==> config.mk <==
export PLATFORM = sky130hd
export DESIGN_NAME = reset_source_controller
export DESIGN_NICKNAME = d
export VERILOG_FILES = /design/src/hdl/reset_source_pkg.sv /design/src/hdl/reset_source_controller.sv
export SDC_FILE = /design/constraint.sdc
export NUM_CORES = 1
export LEC_CHECK = 0
export ABC_AREA = 1
export BUFFER_PORTS_ARGS = -buffer_cell sky130_fd_sc_hd__buf_2
export CAP_MARGIN = 20
export CORE_MARGIN = 5
export CORE_UTILIZATION = 40
export DETAILED_ROUTE_END_ITERATION = 7
export HOLD_SLACK_MARGIN = 0.03
export SYNTH_ARGS = -nofsm -noshare
export SYNTH_HDL_FRONTEND = slang
export SYNTH_SLANG_ARGS = --single-unit
==> constraint.sdc <==
create_clock -name i_ref_clk -period 1.7 [get_ports i_ref_clk]
set_clock_uncertainty 0.05 [all_clocks]
set_input_delay 0.17 -clock i_ref_clk [delete_from_list [all_inputs] [get_ports i_ref_clk]]
set_output_delay 0.17 -clock i_ref_clk [all_outputs]
set_load 0.01 [all_outputs]
==> src/hdl/reset_source_pkg.sv <==
package reset_source_pkg;

    // Register port
    localparam int ADDR_W = 8;
    localparam int DATA_W = 32;

    // Byte offsets, one aligned word per register
    localparam logic [7:0] OFF_RESET_CAUSE = 8'h00;
    localparam logic [7:0] OFF_POWER_BROWNOUT_CTRL = 8'h04;
    localparam logic [7:0] OFF_APP_INT_RESET_CTRL = 8'h08;
    localparam logic [7:0] OFF_PERIPH_RESET_0 = 8'h0C;
    localparam logic [7:0] OFF_DEVICE_IDENT_0 = 8'h18;
    localparam logic [7:0] OFF_DEVICE_IDENT_1 = 8'h1C;
    localparam logic [7:0] OFF_DEVICE_CAP_0 = 8'h20;
    localparam logic [7:0] OFF_TEST_MODE_STATUS = 8'h34;
    localparam logic [7:0] REG_STRIDE = 8'h04;

    // Reset cause flag positions
    localparam int NUM_CAUSE = 5;
    localparam int CAUSE_POR_BIT = 0;
    localparam int CAUSE_EXT_BIT = 1;
    localparam int CAUSE_BOR_BIT = 2;
    localparam int CAUSE_SW_BIT = 3;
    localparam int CAUSE_WDT_BIT = 4;
    localparam logic [NUM_CAUSE-1:0] CAUSE_RESET = 5'h01;

    // Control fields
    localparam int BOR_EN_BIT = 1;
    localparam int SYSREQ_BIT = 2;
    localparam logic BOR_EN_RESET = 1'b0;
    localparam logic [DATA_W-1:0] PERIPH_RESET_VAL = 32'h0000_0000;

    // Least hold time of an internal reset after a pulsed source
    localparam int CLK_PERIOD_PS = 5000;
    localparam int RST_HOLD_NS = 100;
    localparam int RST_HOLD_CYC_I = (RST_HOLD_NS * 1000 + CLK_PERIOD_PS - 1) / CLK_PERIOD_PS;
    localparam logic [7:0] RST_HOLD_CYC = 8'(RST_HOLD_CYC_I);

    typedef struct packed {
        logic core_n;
        logic dbg_n;
        logic dbg_pincfg_n;
    } rst_out_s;

    typedef struct packed {
        logic fetch_sp;
        logic fetch_pc;
        logic fetch_insn;
        logic running;
    } boot_s;

    typedef enum logic [2:0] {
        B_HOLD,
        B_SP,
        B_PC,
        B_INSN,
        B_RUN
    } boot_state_e;

endpackage

==> src/hdl/reset_source_controller.sv <==
// How it works
// - Five sources: pin, power-on, brown-out, software, watchdog
// - Power-on resets all; brown-out, watchdog spare debug
// - Pin resets core, peripherals, debug pin configuration
// - Software request resets core, peripherals, not debug
// - Each reset sets its own cause flag
// - Cause flags survive every non-power-on reset
// - Power-on leaves only the power-on flag set
// - Hold reset until power-on detector goes inactive
// - Boot fetches stack pointer, counter, instruction, runs
// - Power-on detector fires whenever i_nrst goes low
// - Stay in reset while pin stays low
// - Read-only identification and capability registers
// - Brown-out resets only when enabled, until recovered
// - Peripheral reset when its bit set then cleared
// - Watchdog reset input resets at once, with no enable
`timescale 1ns/1ps
`default_nettype none
module reset_source_controller
    import reset_source_pkg::*;
#(
    parameter int NUM_SRCR = 3,
    // Identification values are arbitrary
    parameter logic [31:0] IDENT_0 = 32'h1000_0001,
    parameter logic [31:0] IDENT_1 = 32'h2000_0002,
    parameter logic [5*32-1:0] CAPS = {5{32'h0000_0000}}
)
(
    // Clock and power-on reset
    input wire logic i_ref_clk,
    input wire logic i_nrst,
    // Board pins, asynchronous
    input wire logic i_ext_rst_n,
    input wire logic i_test_mode_pin_0,
    input wire logic i_test_mode_pin_1,
    // Detectors
    input wire logic i_bod_low,
    input wire logic i_wdt_reset,
    // Core fetch handshake
    input wire logic i_fetch_ack,
    // Register port
    input wire logic [ADDR_W-1:0] i_addr,
    input wire logic [DATA_W-1:0] i_wdata,
    input wire logic i_wr,
    input wire logic i_rd,
    output logic [DATA_W-1:0] o_rdata,
    // Reset outputs
    output rst_out_s o_rst,
    output logic [NUM_SRCR*DATA_W-1:0] o_periph_rst_n,
    output boot_s o_boot
);

    // Synchronisers; first stages feed only second stages
    logic [1:0] por_q, por_d;
    logic ext_meta_q, ext_q, bod_meta_q, bod_q;
    logic [1:0] tm_meta_q, tm_q;
    logic ext_meta_d, ext_d, bod_meta_d, bod_d;
    logic [1:0] tm_meta_d, tm_d;
    logic por_done;

    always_comb
    begin
        por_d = {por_q[0], 1'b1};
        ext_meta_d = i_ext_rst_n;
        ext_d = ext_meta_q;
        bod_meta_d = i_bod_low;
        bod_d = bod_meta_q;
        tm_meta_d = {i_test_mode_pin_1, i_test_mode_pin_0};
        tm_d = tm_meta_q;
    end

    always_ff @(posedge i_ref_clk or negedge i_nrst)
    begin
        if (!i_nrst)
        begin
            por_q <= 2'h0;
            // Pin idles high; a low reset value would log a false pin cause
            ext_meta_q <= 1'b1;
            ext_q <= 1'b1;
            bod_meta_q <= 1'b0;
            bod_q <= 1'b0;
            tm_meta_q <= 2'h0;
            tm_q <= 2'h0;
        end
        else
        begin
            por_q <= por_d;
            ext_meta_q <= ext_meta_d;
            ext_q <= ext_d;
            bod_meta_q <= bod_meta_d;
            bod_q <= bod_d;
            tm_meta_q <= tm_meta_d;
            tm_q <= tm_d;
        end
    end

    assign por_done = por_q[1];

    // Register file
    logic [NUM_CAUSE-1:0] cause_q, cause_d, cause_set;
    logic bor_en_q, bor_en_d;
    logic [DATA_W-1:0] srcr_q [NUM_SRCR];
    logic [DATA_W-1:0] srcr_prev_q [NUM_SRCR];
    logic [NUM_SRCR*DATA_W-1:0] periph_fall;
    logic [DATA_W-1:0] rdata_d;
    logic swreq_wr, cause_clr_wr, bor_hit;

    assign swreq_wr = i_wr && i_addr == OFF_APP_INT_RESET_CTRL && i_wdata[SYSREQ_BIT];
    assign cause_clr_wr = i_wr && i_addr == OFF_RESET_CAUSE;
    assign bor_hit = bod_q && bor_en_q;

    always_comb
    begin
        cause_set = '0;
        cause_set[CAUSE_EXT_BIT] = !ext_q;
        cause_set[CAUSE_BOR_BIT] = bor_hit;
        cause_set[CAUSE_SW_BIT] = swreq_wr;
        cause_set[CAUSE_WDT_BIT] = i_wdt_reset;
        // Write one to clear; a new cause in the same cycle wins
        cause_d = cause_q;
        if (cause_clr_wr)
        begin
            cause_d = cause_q & ~i_wdata[NUM_CAUSE-1:0];
        end
        cause_d = cause_d | cause_set;
        bor_en_d = bor_en_q;
        if (i_wr && i_addr == OFF_POWER_BROWNOUT_CTRL)
        begin
            bor_en_d = i_wdata[BOR_EN_BIT];
        end
    end

    // Only power-on loads the reset values; other resets keep these registers
    always_ff @(posedge i_ref_clk or negedge i_nrst)
    begin
        if (!i_nrst)
        begin
            cause_q <= CAUSE_RESET;
            bor_en_q <= BOR_EN_RESET;
        end
        else
        begin
            cause_q <= cause_d;
            bor_en_q <= bor_en_d;
        end
    end

    genvar g;
    generate
        for (g = 0; g < NUM_SRCR; g++)
        begin : g_srcr
            logic [DATA_W-1:0] srcr_d;
            always_comb
            begin
                srcr_d = srcr_q[g];
                if (i_wr && i_addr == OFF_PERIPH_RESET_0 + 8'(g * 4))
                begin
                    srcr_d = i_wdata;
                end
            end
            always_ff @(posedge i_ref_clk or negedge i_nrst)
            begin
                if (!i_nrst)
                begin
                    srcr_q[g] <= PERIPH_RESET_VAL;
                    srcr_prev_q[g] <= PERIPH_RESET_VAL;
                end
                else
                begin
                    srcr_q[g] <= srcr_d;
                    srcr_prev_q[g] <= srcr_q[g];
                end
            end
            assign periph_fall[g*DATA_W +: DATA_W] = srcr_prev_q[g] & ~srcr_q[g];
        end
    endgenerate

    always_comb
    begin
        rdata_d = '0;
        if (i_rd)
        begin
            case (i_addr)
                OFF_RESET_CAUSE: rdata_d = {{(DATA_W-NUM_CAUSE){1'b0}}, cause_q};
                OFF_POWER_BROWNOUT_CTRL: rdata_d[BOR_EN_BIT] = bor_en_q;
                OFF_DEVICE_IDENT_0: rdata_d = IDENT_0;
                OFF_DEVICE_IDENT_1: rdata_d = IDENT_1;
                OFF_TEST_MODE_STATUS: rdata_d[1:0] = tm_q;
                default: rdata_d = '0;
            endcase
            for (int i = 0; i < NUM_SRCR; i++)
            begin
                if (i_addr == OFF_PERIPH_RESET_0 + 8'(i * 4))
                begin
                    rdata_d = srcr_q[i];
                end
            end
            for (int i = 0; i < 5; i++)
            begin
                if (i_addr == OFF_DEVICE_CAP_0 + REG_STRIDE * 8'(i))
                begin
                    rdata_d = CAPS[i*32 +: 32];
                end
            end
        end
    end

    // Reset merge and stretch
    logic [7:0] hold_q, hold_d;
    logic level_src, pulse_src, core_rst_n_d;
    rst_out_s rst_q, rst_d;
    logic [NUM_SRCR*DATA_W-1:0] periph_q, periph_d;

    // Pin and brown-out are levels and hold reset as long as they last
    assign level_src = !ext_q || bor_hit;
    assign pulse_src = swreq_wr || i_wdt_reset;

    always_comb
    begin
        hold_d = hold_q;
        if (!por_done || level_src || pulse_src)
        begin
            hold_d = RST_HOLD_CYC;
        end
        else if (hold_q != 8'h00)
        begin
            hold_d = hold_q - 8'h01;
        end
        core_rst_n_d = por_done && !level_src && !pulse_src && hold_q == 8'h00;
        rst_d.core_n = core_rst_n_d;
        rst_d.dbg_n = por_done;
        rst_d.dbg_pincfg_n = por_done && ext_q;
        periph_d = {(NUM_SRCR*DATA_W){core_rst_n_d}} & ~periph_fall;
    end

    always_ff @(posedge i_ref_clk or negedge i_nrst)
    begin
        if (!i_nrst)
        begin
            hold_q <= RST_HOLD_CYC;
            rst_q <= '0;
            periph_q <= '0;
        end
        else
        begin
            hold_q <= hold_d;
            rst_q <= rst_d;
            periph_q <= periph_d;
        end
    end

    // Boot fetch sequence after core reset release
    boot_state_e state_q, state_d;
    boot_s boot_q, boot_d;
    logic [DATA_W-1:0] rdata_q;

    always_comb
    begin
        state_d = state_q;
        case (state_q)
            B_HOLD: state_d = B_SP;
            B_SP: if (i_fetch_ack) state_d = B_PC;
            B_PC: if (i_fetch_ack) state_d = B_INSN;
            B_INSN: if (i_fetch_ack) state_d = B_RUN;
            B_RUN: state_d = B_RUN;
            default: state_d = B_HOLD;
        endcase
        if (!rst_q.core_n)
        begin
            state_d = B_HOLD;
        end
        boot_d.fetch_sp = state_d == B_SP;
        boot_d.fetch_pc = state_d == B_PC;
        boot_d.fetch_insn = state_d == B_INSN;
        boot_d.running = state_d == B_RUN;
    end

    always_ff @(posedge i_ref_clk or negedge i_nrst)
    begin
        if (!i_nrst)
        begin
            state_q <= B_HOLD;
            boot_q <= '0;
            rdata_q <= '0;
        end
        else
        begin
            state_q <= state_d;
            boot_q <= boot_d;
            rdata_q <= rdata_d;
        end
    end

    assign o_rst = rst_q;
    assign o_periph_rst_n = periph_q;
    assign o_boot = boot_q;
    assign o_rdata = rdata_q;
endmodule
`default_nettype wire

==> reports/results.ini, run 1 <==
[run_status]
status = completed

[grt]
grt_pass1_vias = 8504
grt_pass1_wl_um = 47100
gr-usage-all-layers = 0.173
antenna_found_initial = 0
grt_max_degree = 62
gr-total-overflow = 0

[job]
drv_cap = 0

[finish]
design_area_mm2 = 0.0159
fin_cells = 1805
register_area_mm2 = 0.00886
multiInputGateArea_mm2 = 0.00272
diodes = 0
final_common_cell = dfrtp_1
syn2layout_area_growth_pct = 29.0
mostFrequentLayoutCells = 349 x dfrtp_1, 183 x buf_2, 174 x inv_1
nFillCells = 2678
final_nets = 1434
drive_gt1_frac = 0.262

[floorplan]
core-area_mm2 = 0.0305
row_count = 64
start_util = 0.405
dieArea_mm2 = 0.0345
dieWidth_um = 186
die_h_um = 186
pin_count = 185

[clock_network]
clockBufferDepth = 3
insertion_delay_ns = 0.51
tritoncts = yes
clk_pin_slew_ns = 0.06
cts.htree.levels = 2
clockRootBuffer = clkbuf_16
cts_num_sinks = 354
cts_setup_buffers = 0
cts_buffers = 37

[routing]
vias = 8325
drt-total-wl_um = 29600
drt-initial-drc-count = 622
viasPerCell = 4.61
detail-route-antenna-nets = 0
dr.pass1.iters = 5
wl_per_cell_um = 16.4
drcViolationCount = 0

[pwr]
power_mw = 17.7
p_per_area_mw_per_mm2 = 1110
leakage_nw = 8.30
ir_worst_vdd_mv = 0.633

[synth]
synthesis.area_mm2 = 0.0124
yosysSeqAreaShare = 0.717
post_synth_inst_count = 1111
synth.area.top_cells = dfrtp_1 71%, o21ai_0 6.5%, inv_1 5.3%, nand2_1 5.0%, a21oi_2 2.8%
ys_warn_count = 0
synth.avg_cell_area_um2 = 11.1
yosysUniqueCellTypes = 30
yosysTopAreaCellShare = 0.707
yosys.area.top_type = dfrtp_1
ys_seq_elements = 354
synth_nets = 1162

[timing]
setup_violations = 0
finalCriticalPeriod_ns = 1.61
fin_crit_sh = 0.948
setup_ws_ns = 0.0888
finalHoldViolations = 0
setup_tns_ns = 0
max_freq_mhz = 621
timing.final.max_slew_violations = 0

[min_path]
hp-class = primary input to flop

[place]
dp.cells = 1697
io_buffers = 184
dp_hpwl_um = 19300
place_area_mm2 = 0.0141
post-place-ws_ns = -0.0986
place.gp.congestion = 0.775

[worst_setup_path]
crit_path_start_kind = flop
endpoint_kind = flop
crit_fanout = 22
crit_slowest_cell = dfrtp_1
crit_required_ns = 2.08
max_stage_delay_ns = 0.37
path_cells = inv_1 -> ha_4 -> nand3_4 -> nor3_4 -> inv_2 -> nor2_4 -> inv_6 -> buf_16 -> a21oi_1
cp.arrival_ns = 1.99
path_class = flop to flop

[synthesized netlist by cell type]
library cell,instances
a21boi_0,1
a21oi_1,69
a21oi_2,40
a31oi_1,1
buf_1,1
buf_2,10
buf_6,5
clkbuf_1,24
conb_1,1
dfrtp_1,349
dfstp_2,5
ha_1,1
inv_1,175
inv_2,3
nand2_1,166
nand2_2,1
nand3_1,14
nand3_2,1
nand4_1,1
nor2_1,62
nor2_2,3
nor3_1,8
nor3_4,1
o211ai_1,1
o21a_1,1
o21ai_0,160
o21bai_1,1
o31ai_1,1
xnor2_1,1
xor2_1,4
[layout make-up]
class	count	area share
multi-input combinational	539	0.171
clock buffer	54	0.0711
clock inverter	11	0.00872
tap	396	0.0311
timing repair buffer	273	0.120
sequential	354	0.556
inverter	178	0.0422
[where the power goes]
group	internal [mW]	total (mW)	switching (mW)
sequential	8.67	8.81	0.146
clock	5.07	8.25	3.17
combinational	0.242	0.659	0.417
total	14.0	17.7	3.74
[layer usage]
| layer | part of all wire | GRT usage |
|---|---|---|
| met3 | 0.054 | 0.0309 |
| met1 | 0.46 | 0.252 |
| met2 | 0.46 | 0.273 |
| met4 | 0.017 | 0.0420 |
| met5 | 0 | 0 |
[cells by family (layout without fill, tap and decap cells)]
logic type	Yosys count	after routing	share of synthesized area
compound gates	275	275	0.125
simple gates	257	257	0.0828
buf+inv	218	516	0.0703
flops	354	354	0.717
fa+ha+maj	1	1	0.00101
other cells	1	1	0.000303
xor+xnor	5	5	0.00354
[repair_timing]
item | in CTS | in global routing
resized for setup | 1 | 21
hold buffers | 40 | 0
setup endpoints to repair | 5 | 73
gates cloned | 0 | 3
pin swaps | 0 | 1
hold endpoints to repair | 456 | 0
[path summary, 6_finish.rpt]
kind | end | from | cells after the start | slack (ns)
worst min register to register | tm_q[0]$_DFF_PN0_ | tm_d[0]$_DFF_PN0_ | 0 | 0.30
worst min-delay path | o_rdata[4]$_DFF_PN0_ | i_rd | 5 | 0.11
worst max register to register | o_periph_rst_n[47]$_DFF_PN0_ | hold_q[1]$_DFFE_PN0N_ | 9 | 0.09
max in group asynchronous | srcr_prev_q[61]$_DFF_PN0_ | i_nrst | 3 | 0.77
worst max-delay path | o_periph_rst_n[47]$_DFF_PN0_ | hold_q[1]$_DFFE_PN0N_ | 9 | 0.09
min in group asynchronous | srcr_q[13]$_DFFE_PN0P_ | i_nrst | 2 | 0.15
[per-stage QoR]
stage / utilization / hold WS (ns)
global placement: 0.463 / 0.0848
finish: 0.522 / 0.113
detailed placement: 0.463 / 0.0773
CTS: 0.518 / 0.0937
floorplan: - / -0.176
global route: 0.522 / 0.123
[worst max-delay path, delay by kind of cell (launching register included)]
kind	cells	cell delay, ns
fa+ha+maj	1	0.15
flops	1	0.37
compound gates	1	0.14
buf+inv	4	0.43
simple gates	3	0.37
[flip-flops by register name, summed over array words and instances (netlist names)]
register,count
o_periph_rst_n,96
srcr_prev_q,96
srcr_q,96
o_rdata,32
hold_q,8
cause_q,5
o_boot,4
o_rst,3
state_q,3
por_q,2
tm_d,2
tm_q,2
bod_d,1
bod_q,1
bor_en_q,1
ext_d,1
ext_q,1
No activity file was read; power rests on OpenSTA's default activity.
==> inputs of run 2 (changes only) <==
--- a/config.mk
+++ b/config.mk
@@ -8,6 +8,7 @@
 export ABC_AREA = 1
 export BUFFER_PORTS_ARGS = -buffer_cell sky130_fd_sc_hd__buf_2
 export CAP_MARGIN = 20
+export CORE_ASPECT_RATIO = 1.2
 export CORE_MARGIN = 5
 export CORE_UTILIZATION = 40
 export DETAILED_ROUTE_END_ITERATION = 7
@@ -15,3 +16,4 @@
 export SYNTH_ARGS = -nofsm -noshare
 export SYNTH_HDL_FRONTEND = slang
 export SYNTH_SLANG_ARGS = --single-unit
+export TNS_END_PERCENT = 10
==> constraint.sdc (replaced) <==
create_clock -name i_ref_clk -period 1.6 [get_ports i_ref_clk]
set_clock_uncertainty 0.05 [all_clocks]
set_input_delay 0.16 -clock i_ref_clk [delete_from_list [all_inputs] [get_ports i_ref_clk]]
set_output_delay 0.16 -clock i_ref_clk [all_outputs]
set_load 0.01 [all_outputs]
==> run 2 against run 1 <==
The flow now finishes with violations (negative setup slack). Clock power fell by 2.7%. Maximum frequency fell by 2.8%. Worst hold slack got worse by 0.012 ns. Global-route usage rose by 0.54 points. Worst setup slack got worse by 0.15 ns. Routed wire length rose by 2.8%. Combinational power rose by 12%.
==> reports/results.ini, run 2 (synthesis results as in run 1) <==
[run_status]
status = finished with violations
violations = negative setup slack

[worst_setup_path]
cp.arrival_ns = 2.04  ; +0.05 ns
endpoint_kind = flop
crit_required_ns = 1.98  ; -0.10 ns
crit_path_start_kind = flop
path_class = flop to flop
crit_fanout = 8  ; -64%

[finish]
diodes = 0  ; unchanged
syn2layout_area_growth_pct = 32.1
mostFrequentLayoutCells = 349 x dfrtp_1, 183 x buf_2, 173 x inv_1
final_common_cell = dfrtp_1
fin_util = 0.535  ; +0.0132
drive_gt1_frac = 0.299  ; +0.0367
final_nets = 1458  ; +1.7%

[clock_network]
clockBufferDepth = 3  ; unchanged
cts.htree.levels = 2  ; unchanged
clk_pin_slew_ns = 0.06  ; about the same
cts_num_sinks = 354  ; unchanged
tritoncts = yes
cts_buffers = 35  ; -5.4%
clockRootBuffer = clkbuf_16
insertion_delay_ns = 0.51  ; about the same

[grt]
gr-usage-all-layers = 0.178  ; +0.00542
grt_max_degree = 59  ; -4.8%
gr-total-overflow = 0  ; unchanged
antenna_found_initial = 0  ; unchanged
grt_pass1_wl_um = 48600  ; +3.1%
grt_pass1_vias = 9042  ; +6.3%

[routing]
drcViolationCount = 0  ; unchanged
dr.pass1.iters = 5  ; unchanged
drt-initial-drc-count = 571  ; -8.2%
viasPerCell = 4.66  ; +1.1%
vias = 8515  ; +2.3%
wl_per_cell_um = 16.7  ; +1.6%
detail-route-antenna-nets = 0  ; unchanged
drt-total-wl_um = 30400  ; +2.8%

[timing]
fin_crit_sh = 1.04  ; +0.0879
rsz0062_at_grt = yes
setup_violations = 82  ; +82
timing.final.max_slew_violations = 0  ; unchanged
setup_ws_ns = -0.0571  ; -0.146 ns
finalHoldViolations = 0  ; unchanged
finalCriticalPeriod_ns = 1.66  ; +0.0458 ns
max_freq_mhz = 603  ; -2.8%

[pwr]
power.internal_mw = 14.3  ; +2.1%
leakage_nw = 8.41  ; +1.4%
power_mw = 18.1  ; +2.4%
ir_worst_vdd_mv = 0.749  ; +18%
swShare = 0.213  ; +0.00183
p_switching_mw = 3.86  ; +3.3%
pwr-share-clk = 0.443  ; -0.022
power_frac_seq = 0.517  ; +0.020
p_per_area_mw_per_mm2 = 1110  ; about the same
pwr-share-comb = 0.041  ; +0.004

[floorplan]
pin_count = 185  ; unchanged
die_h_um = 203  ; +9.0%
row_count = 70  ; +9.4%
start_util = 0.405  ; about the same
core-area_mm2 = 0.0305  ; about the same
dieWidth_um = 170  ; -8.2%
dieArea_mm2 = 0.0345  ; about the same

[place]
dp_hpwl_um = 19900  ; +2.9%
io_buffers = 184  ; unchanged
place.gp.congestion = 0.794  ; +2.5%
post-place-ws_ns = -0.210  ; -0.112 ns

[job]
drv_cap = 0  ; unchanged

[min_path]
hp-class = primary input to flop

-- run 2: cell types whose count changed in the layout (fill, tap and decap cells not counted), moves of 4 or more --
cell      before  now
a21oi_1       53   16
a21oi_2       56   89
a21oi_4        0    4
buf_12        11   18
buf_4         32   44
buf_6          2    7
clkbuf_1       5    9
-- run 2: repair_timing --
| item | in CTS | in global routing |
|---|---|---|
| resized for setup | 37 | 40 |
| gates cloned | 3 | 3 |
| setup buffers | 3 | 1 |
| endpoints found under the setup margin | 96 | 97 |
| pin swaps | 3 | 3 |
| hold buffers | 40 | 0 |
| endpoints found under the hold margin | 427 | 0 |
-- run 2: power by group through the flow --
| stage | registers, mW | logic (mW) | clock network [mW] |
|---|---|---|---|
| after floorplan | 9.48 | 0.237 | 0 |
| after CTS | 9.36 | 0.748 | 8.25 |
| after detailed placement | 9.52 | 0.660 | 0 |
| after global placement | 9.51 | 0.648 | 0 |
| final | 9.37 | 0.737 | 8.03 |
| after global routing | 9.40 | 0.854 | 8.62 |
-- run 2: cell type report --
class / count / area [µm²]
clock buffers: 55 / 1080
clock inverters: 5 / 50.0
fillers: 2676 / 14200
inverters: 178 / 676
multi-input cells: 539 / 2910
flip-flops and latches: 354 / 8860
well taps: 396 / 495
repair buffers: 298 / 2230
repair inverters: 1 / 11.3
-- run 2: routing by layer --
layer | GRT usage | routed length (µm) | vias up | share of wire
met3 | 0.0259 | 1250 | 60 | 0.041
met4 | 0.0645 | 1040 | 0 | 0.034
li1 | - | - | 4076 | -
met1 | 0.229 | 12600 | 4200 | 0.41
met5 | 0 | 0 | - | 0
met2 | 0.307 | 15500 | 179 | 0.51
-- run 2: path summary, 6_finish.rpt --
path / start / endpoint / slack [ns] / cells after the start
hold / removal: i_wr / bor_en_q$_DFFE_PN0P_ / 0.10 / 4
max in group asynchronous: i_nrst / hold_q[4]$_DFFE_PN1N_ / 0.72 / 3
setup / recovery: hold_q[0]$_DFFE_PN0N_ / o_periph_rst_n[13]$_DFF_PN0_ / -0.06 / 10
min in group asynchronous: i_nrst / por_q[0]$_DFF_PN0_ / 0.11 / 2
hold reg to reg: por_q[0]$_DFF_PN0_ / por_q[1]$_DFF_PN0_ / 0.30 / 0
setup reg to reg: hold_q[0]$_DFFE_PN0N_ / o_periph_rst_n[13]$_DFF_PN0_ / -0.06 / 10
-- run 2: critical path, stage by stage, from the launching register on --
cell and delay (ns):
dfrtp_1 0.37, inv_2 0.08, ha_4 0.15, nand3_4 0.08
nor3_4 0.19, inv_2 0.07, nor2_4 0.11, buf_6 0.12
inv_8 0.06, clkbuf_16 0.17, a21oi_2 0.10
-- run 2: per-stage QoR --
step / hold WS [ns] / instance area [µm²] / TNS [ns] / std cells
floorplan: -0.186 / 12400 / -7.84 / 1111
global placement: 0.0495 / 14300 / -8.67 / 1716
detailed placement: 0.0504 / 14300 / -17.55 / 1716
CTS: 0.0713 / 16100 / -0.758 / 1822
global route: 0.111 / 16300 / -10.23 / 1826
finish: 0.101 / 16300 / -2.27 / 1826
==> inputs of run 3 (changes only) <==
--- a/config.mk
+++ b/config.mk
@@ -9,10 +9,11 @@
 export BUFFER_PORTS_ARGS = -buffer_cell sky130_fd_sc_hd__buf_2
 export CAP_MARGIN = 20
 export CORE_ASPECT_RATIO = 1.2
-export CORE_MARGIN = 5
 export CORE_UTILIZATION = 40
+export CTS_CLUSTER_DIAMETER = 200
 export DETAILED_ROUTE_END_ITERATION = 7
 export HOLD_SLACK_MARGIN = 0.03
+export PLACE_DENSITY = 0.61
 export SYNTH_ARGS = -nofsm -noshare
 export SYNTH_HDL_FRONTEND = slang
 export SYNTH_SLANG_ARGS = --single-unit
==> run 3 against run 2 <==
Core utilization decreased by 0.13 points. Worst hold slack got worse by 0.029 ns. The flow still finishes with violations (negative setup slack). Largest power group unchanged. Sequential share of layout area increased by 0.29 points. Routed wire length decreased by 2.4%. Worst setup slack improved by 0.053 ns. First-iteration DRC count decreased by 11%. Global-route usage increased by 1.3 points. Maximum frequency increased by 3.3%. Combinational power increased by 2%. Non-clock buffer count increased by 1.
==> reports/results.ini, run 3 (synthesis results as in run 1) <==
[run_status]
status = finished with violations
violations = negative setup slack

[finish]
syn2layout_area_growth_pct = 31.4
drive_gt1_frac = 0.296  ; -0.00280
fin_cells = 1826  ; unchanged
mostFrequentLayoutCells = 349 x dfrtp_1, 183 x buf_2, 172 x inv_1
diodes = 0  ; unchanged
final_nets = 1458  ; unchanged
design_area_mm2 = 0.0162  ; -0.53%
final_common_cell = dfrtp_1
nFillCells = 2621  ; -2.1%

[floorplan]
pin_count = 185  ; unchanged
start_util = 0.407  ; +0.00117
die_h_um = 195  ; -3.9%
row_count = 70  ; unchanged
core-area_mm2 = 0.0304  ; -0.29%
dieWidth_um = 162  ; -4.7%
dieArea_mm2 = 0.0316  ; -8.5%

[clock_network]
cts_num_sinks = 354  ; unchanged
clockBufferDepth = 3  ; unchanged
cts_buffers = 35  ; unchanged
tritoncts = yes
cts.htree.levels = 2  ; unchanged
insertion_delay_ns = 0.51  ; about the same
clockRootBuffer = clkbuf_16
clk_pin_slew_ns = 0.06  ; about the same

[place]
place.gp.congestion = 0.795  ; +0.10%
dp_hpwl_um = 19300  ; -3.1%
place_area_mm2 = 0.0144  ; about the same
io_buffers = 184  ; unchanged
dp.cells = 1719  ; +0.17%
post-place-ws_ns = -0.122  ; +0.0879 ns

[routing]
drt-total-wl_um = 29700  ; -2.4%
wl_per_cell_um = 16.3  ; -2.4%
detail-route-antenna-nets = 0  ; unchanged
vias = 8424  ; -1.1%
drcViolationCount = 0  ; unchanged
viasPerCell = 4.61  ; -1.1%
dr.pass1.iters = 4  ; -1
drt-initial-drc-count = 510  ; -11%

[timing]
timing.final.max_slew_violations = 0  ; unchanged
setup_violations = 4  ; -95%
setup_ws_ns = -0.00397  ; +0.0531 ns
fin_hold_ws_ns = 0.0725  ; -0.0286 ns
finalHoldViolations = 0  ; unchanged
fin_crit_sh = 1.00  ; -0.0332
rsz0062_at_grt = yes
setup_tns_ns = -0.00633  ; +2.27 ns
finalCriticalPeriod_ns = 1.60  ; -0.0531 ns
max_freq_mhz = 623  ; +3.3%

[worst_setup_path]
reg2reg_depth = 9  ; -1
crit_required_ns = 1.98  ; about the same
cp.arrival_ns = 1.99  ; -0.05 ns
r2r_end = o_periph_rst_n[9]$_DFF_PN0_
rrSetupSlack_ns = -0.004  ; +0.05 ns
path_class = flop to flop
crit_path_start_kind = flop
crit_fanout = 18  ; +10
endpoint_kind = flop
timing.rr.start = hold_q[0]$_DFFE_PN0N_

[grt]
antenna_found_initial = 0  ; unchanged
grt_pass1_wl_um = 46500  ; -4.4%
grt_max_degree = 72  ; +22%
grt_pass1_vias = 8515  ; -5.8%
gr-usage-all-layers = 0.192  ; +0.0134
gr-total-overflow = 0  ; unchanged

[pwr]
ir_worst_vdd_mv = 0.643  ; -14%
leakage_nw = 8.40  ; -0.20%
p_per_area_mw_per_mm2 = 1120  ; +0.95%

[job]
drv_cap = 0  ; unchanged

[min_path]
hp-class = primary input to asynchronous set/reset pin

==> run 3: how the worst max path moves through the flow <==
stage | start | endpoint | slack (ns) | depth (start not counted)
after floorplan | hold_q[0]$_DFFE_PN0N_ | o_periph_rst_n[64]$_DFF_PN0_ | -0.14 | 10
after global placement | i_addr[7] | o_periph_rst_n[7]$_DFF_PN0_ | -0.08 | 10
after detailed placement | i_addr[7] | o_periph_rst_n[43]$_DFF_PN0_ | -0.12 | 10
after CTS | hold_q[0]$_DFFE_PN0N_ | o_periph_rst_n[31]$_DFF_PN0_ | -0.01 | 9
after global routing | hold_q[0]$_DFFE_PN0N_ | o_periph_rst_n[63]$_DFF_PN0_ | -0.09 | 9
final | hold_q[0]$_DFFE_PN0N_ | o_periph_rst_n[9]$_DFF_PN0_ | -0.004 | 9
==> run 3: worst max-delay path: stages, from the launching register on <==
cell	delay, ns
dfrtp_1	0.37
inv_2	0.08
ha_4	0.15
nand3_4	0.08
nor3_4	0.14
inv_2	0.07
nor2_4	0.15
inv_8	0.10
buf_16	0.17
a21oi_1	0.13
==> run 3: area by class of cell <==
cell class / instances / area [µm²] / area share
sequential: 354 / 8860 / 0.546
inverter: 178 / 676 / 0.0416
tap: 396 / 495 / 0.0305
timing repair buffer: 299 / 2200 / 0.135
clock inverter: 10 / 98.8 / 0.00609
clock buffer: 50 / 1050 / 0.0649
multi-input combinational: 539 / 2850 / 0.175
==> run 3: repair_timing <==
action                     in CTS  in global routing
setup endpoints to repair      93                 98
setup buffers                   1                  3
hold buffers                   40                  0
hold endpoints to repair      398                  0
gates resized for setup        13                 47
gates cloned                    1                  2
pin swaps                       2                  1
==> run 3: power by group <==
part / total (mW) / leakage [nW] / switching (mW) / internal [mW]
Sequential: 9.37 / 4.86 / 0.162 / 9.21
Clock: 8.09 / 0.566 / 3.33 / 4.76
Combinational: 0.755 / 2.97 / 0.463 / 0.292
Total: 18.2 / 8.40 / 3.95 / 14.3
==> run 3: through the flow <==
| stage | power (mW) | utilization |
|---|---|---|
| final | 18.2 | 0.534 |
| after global routing | 18.9 | 0.534 |
| after CTS | 18.4 | 0.526 |
| after global placement | 10.2 | 0.472 |
| after floorplan | 9.72 | - |
| after detailed placement | 10.2 | 0.472 |
==> run 3: per-layer routing <==
metal | share of wire | wire length (µm) | vias to the layer above | track usage
met5 | 0 | 0 | - | 0
met4 | 0.023 | 688 | 0 | 0.0618
met3 | 0.040 | 1180 | 46 | 0.0252
met2 | 0.50 | 14900 | 184 | 0.324
met1 | 0.43 | 12900 | 4108 | 0.254
li1 | - | - | 4086 | -
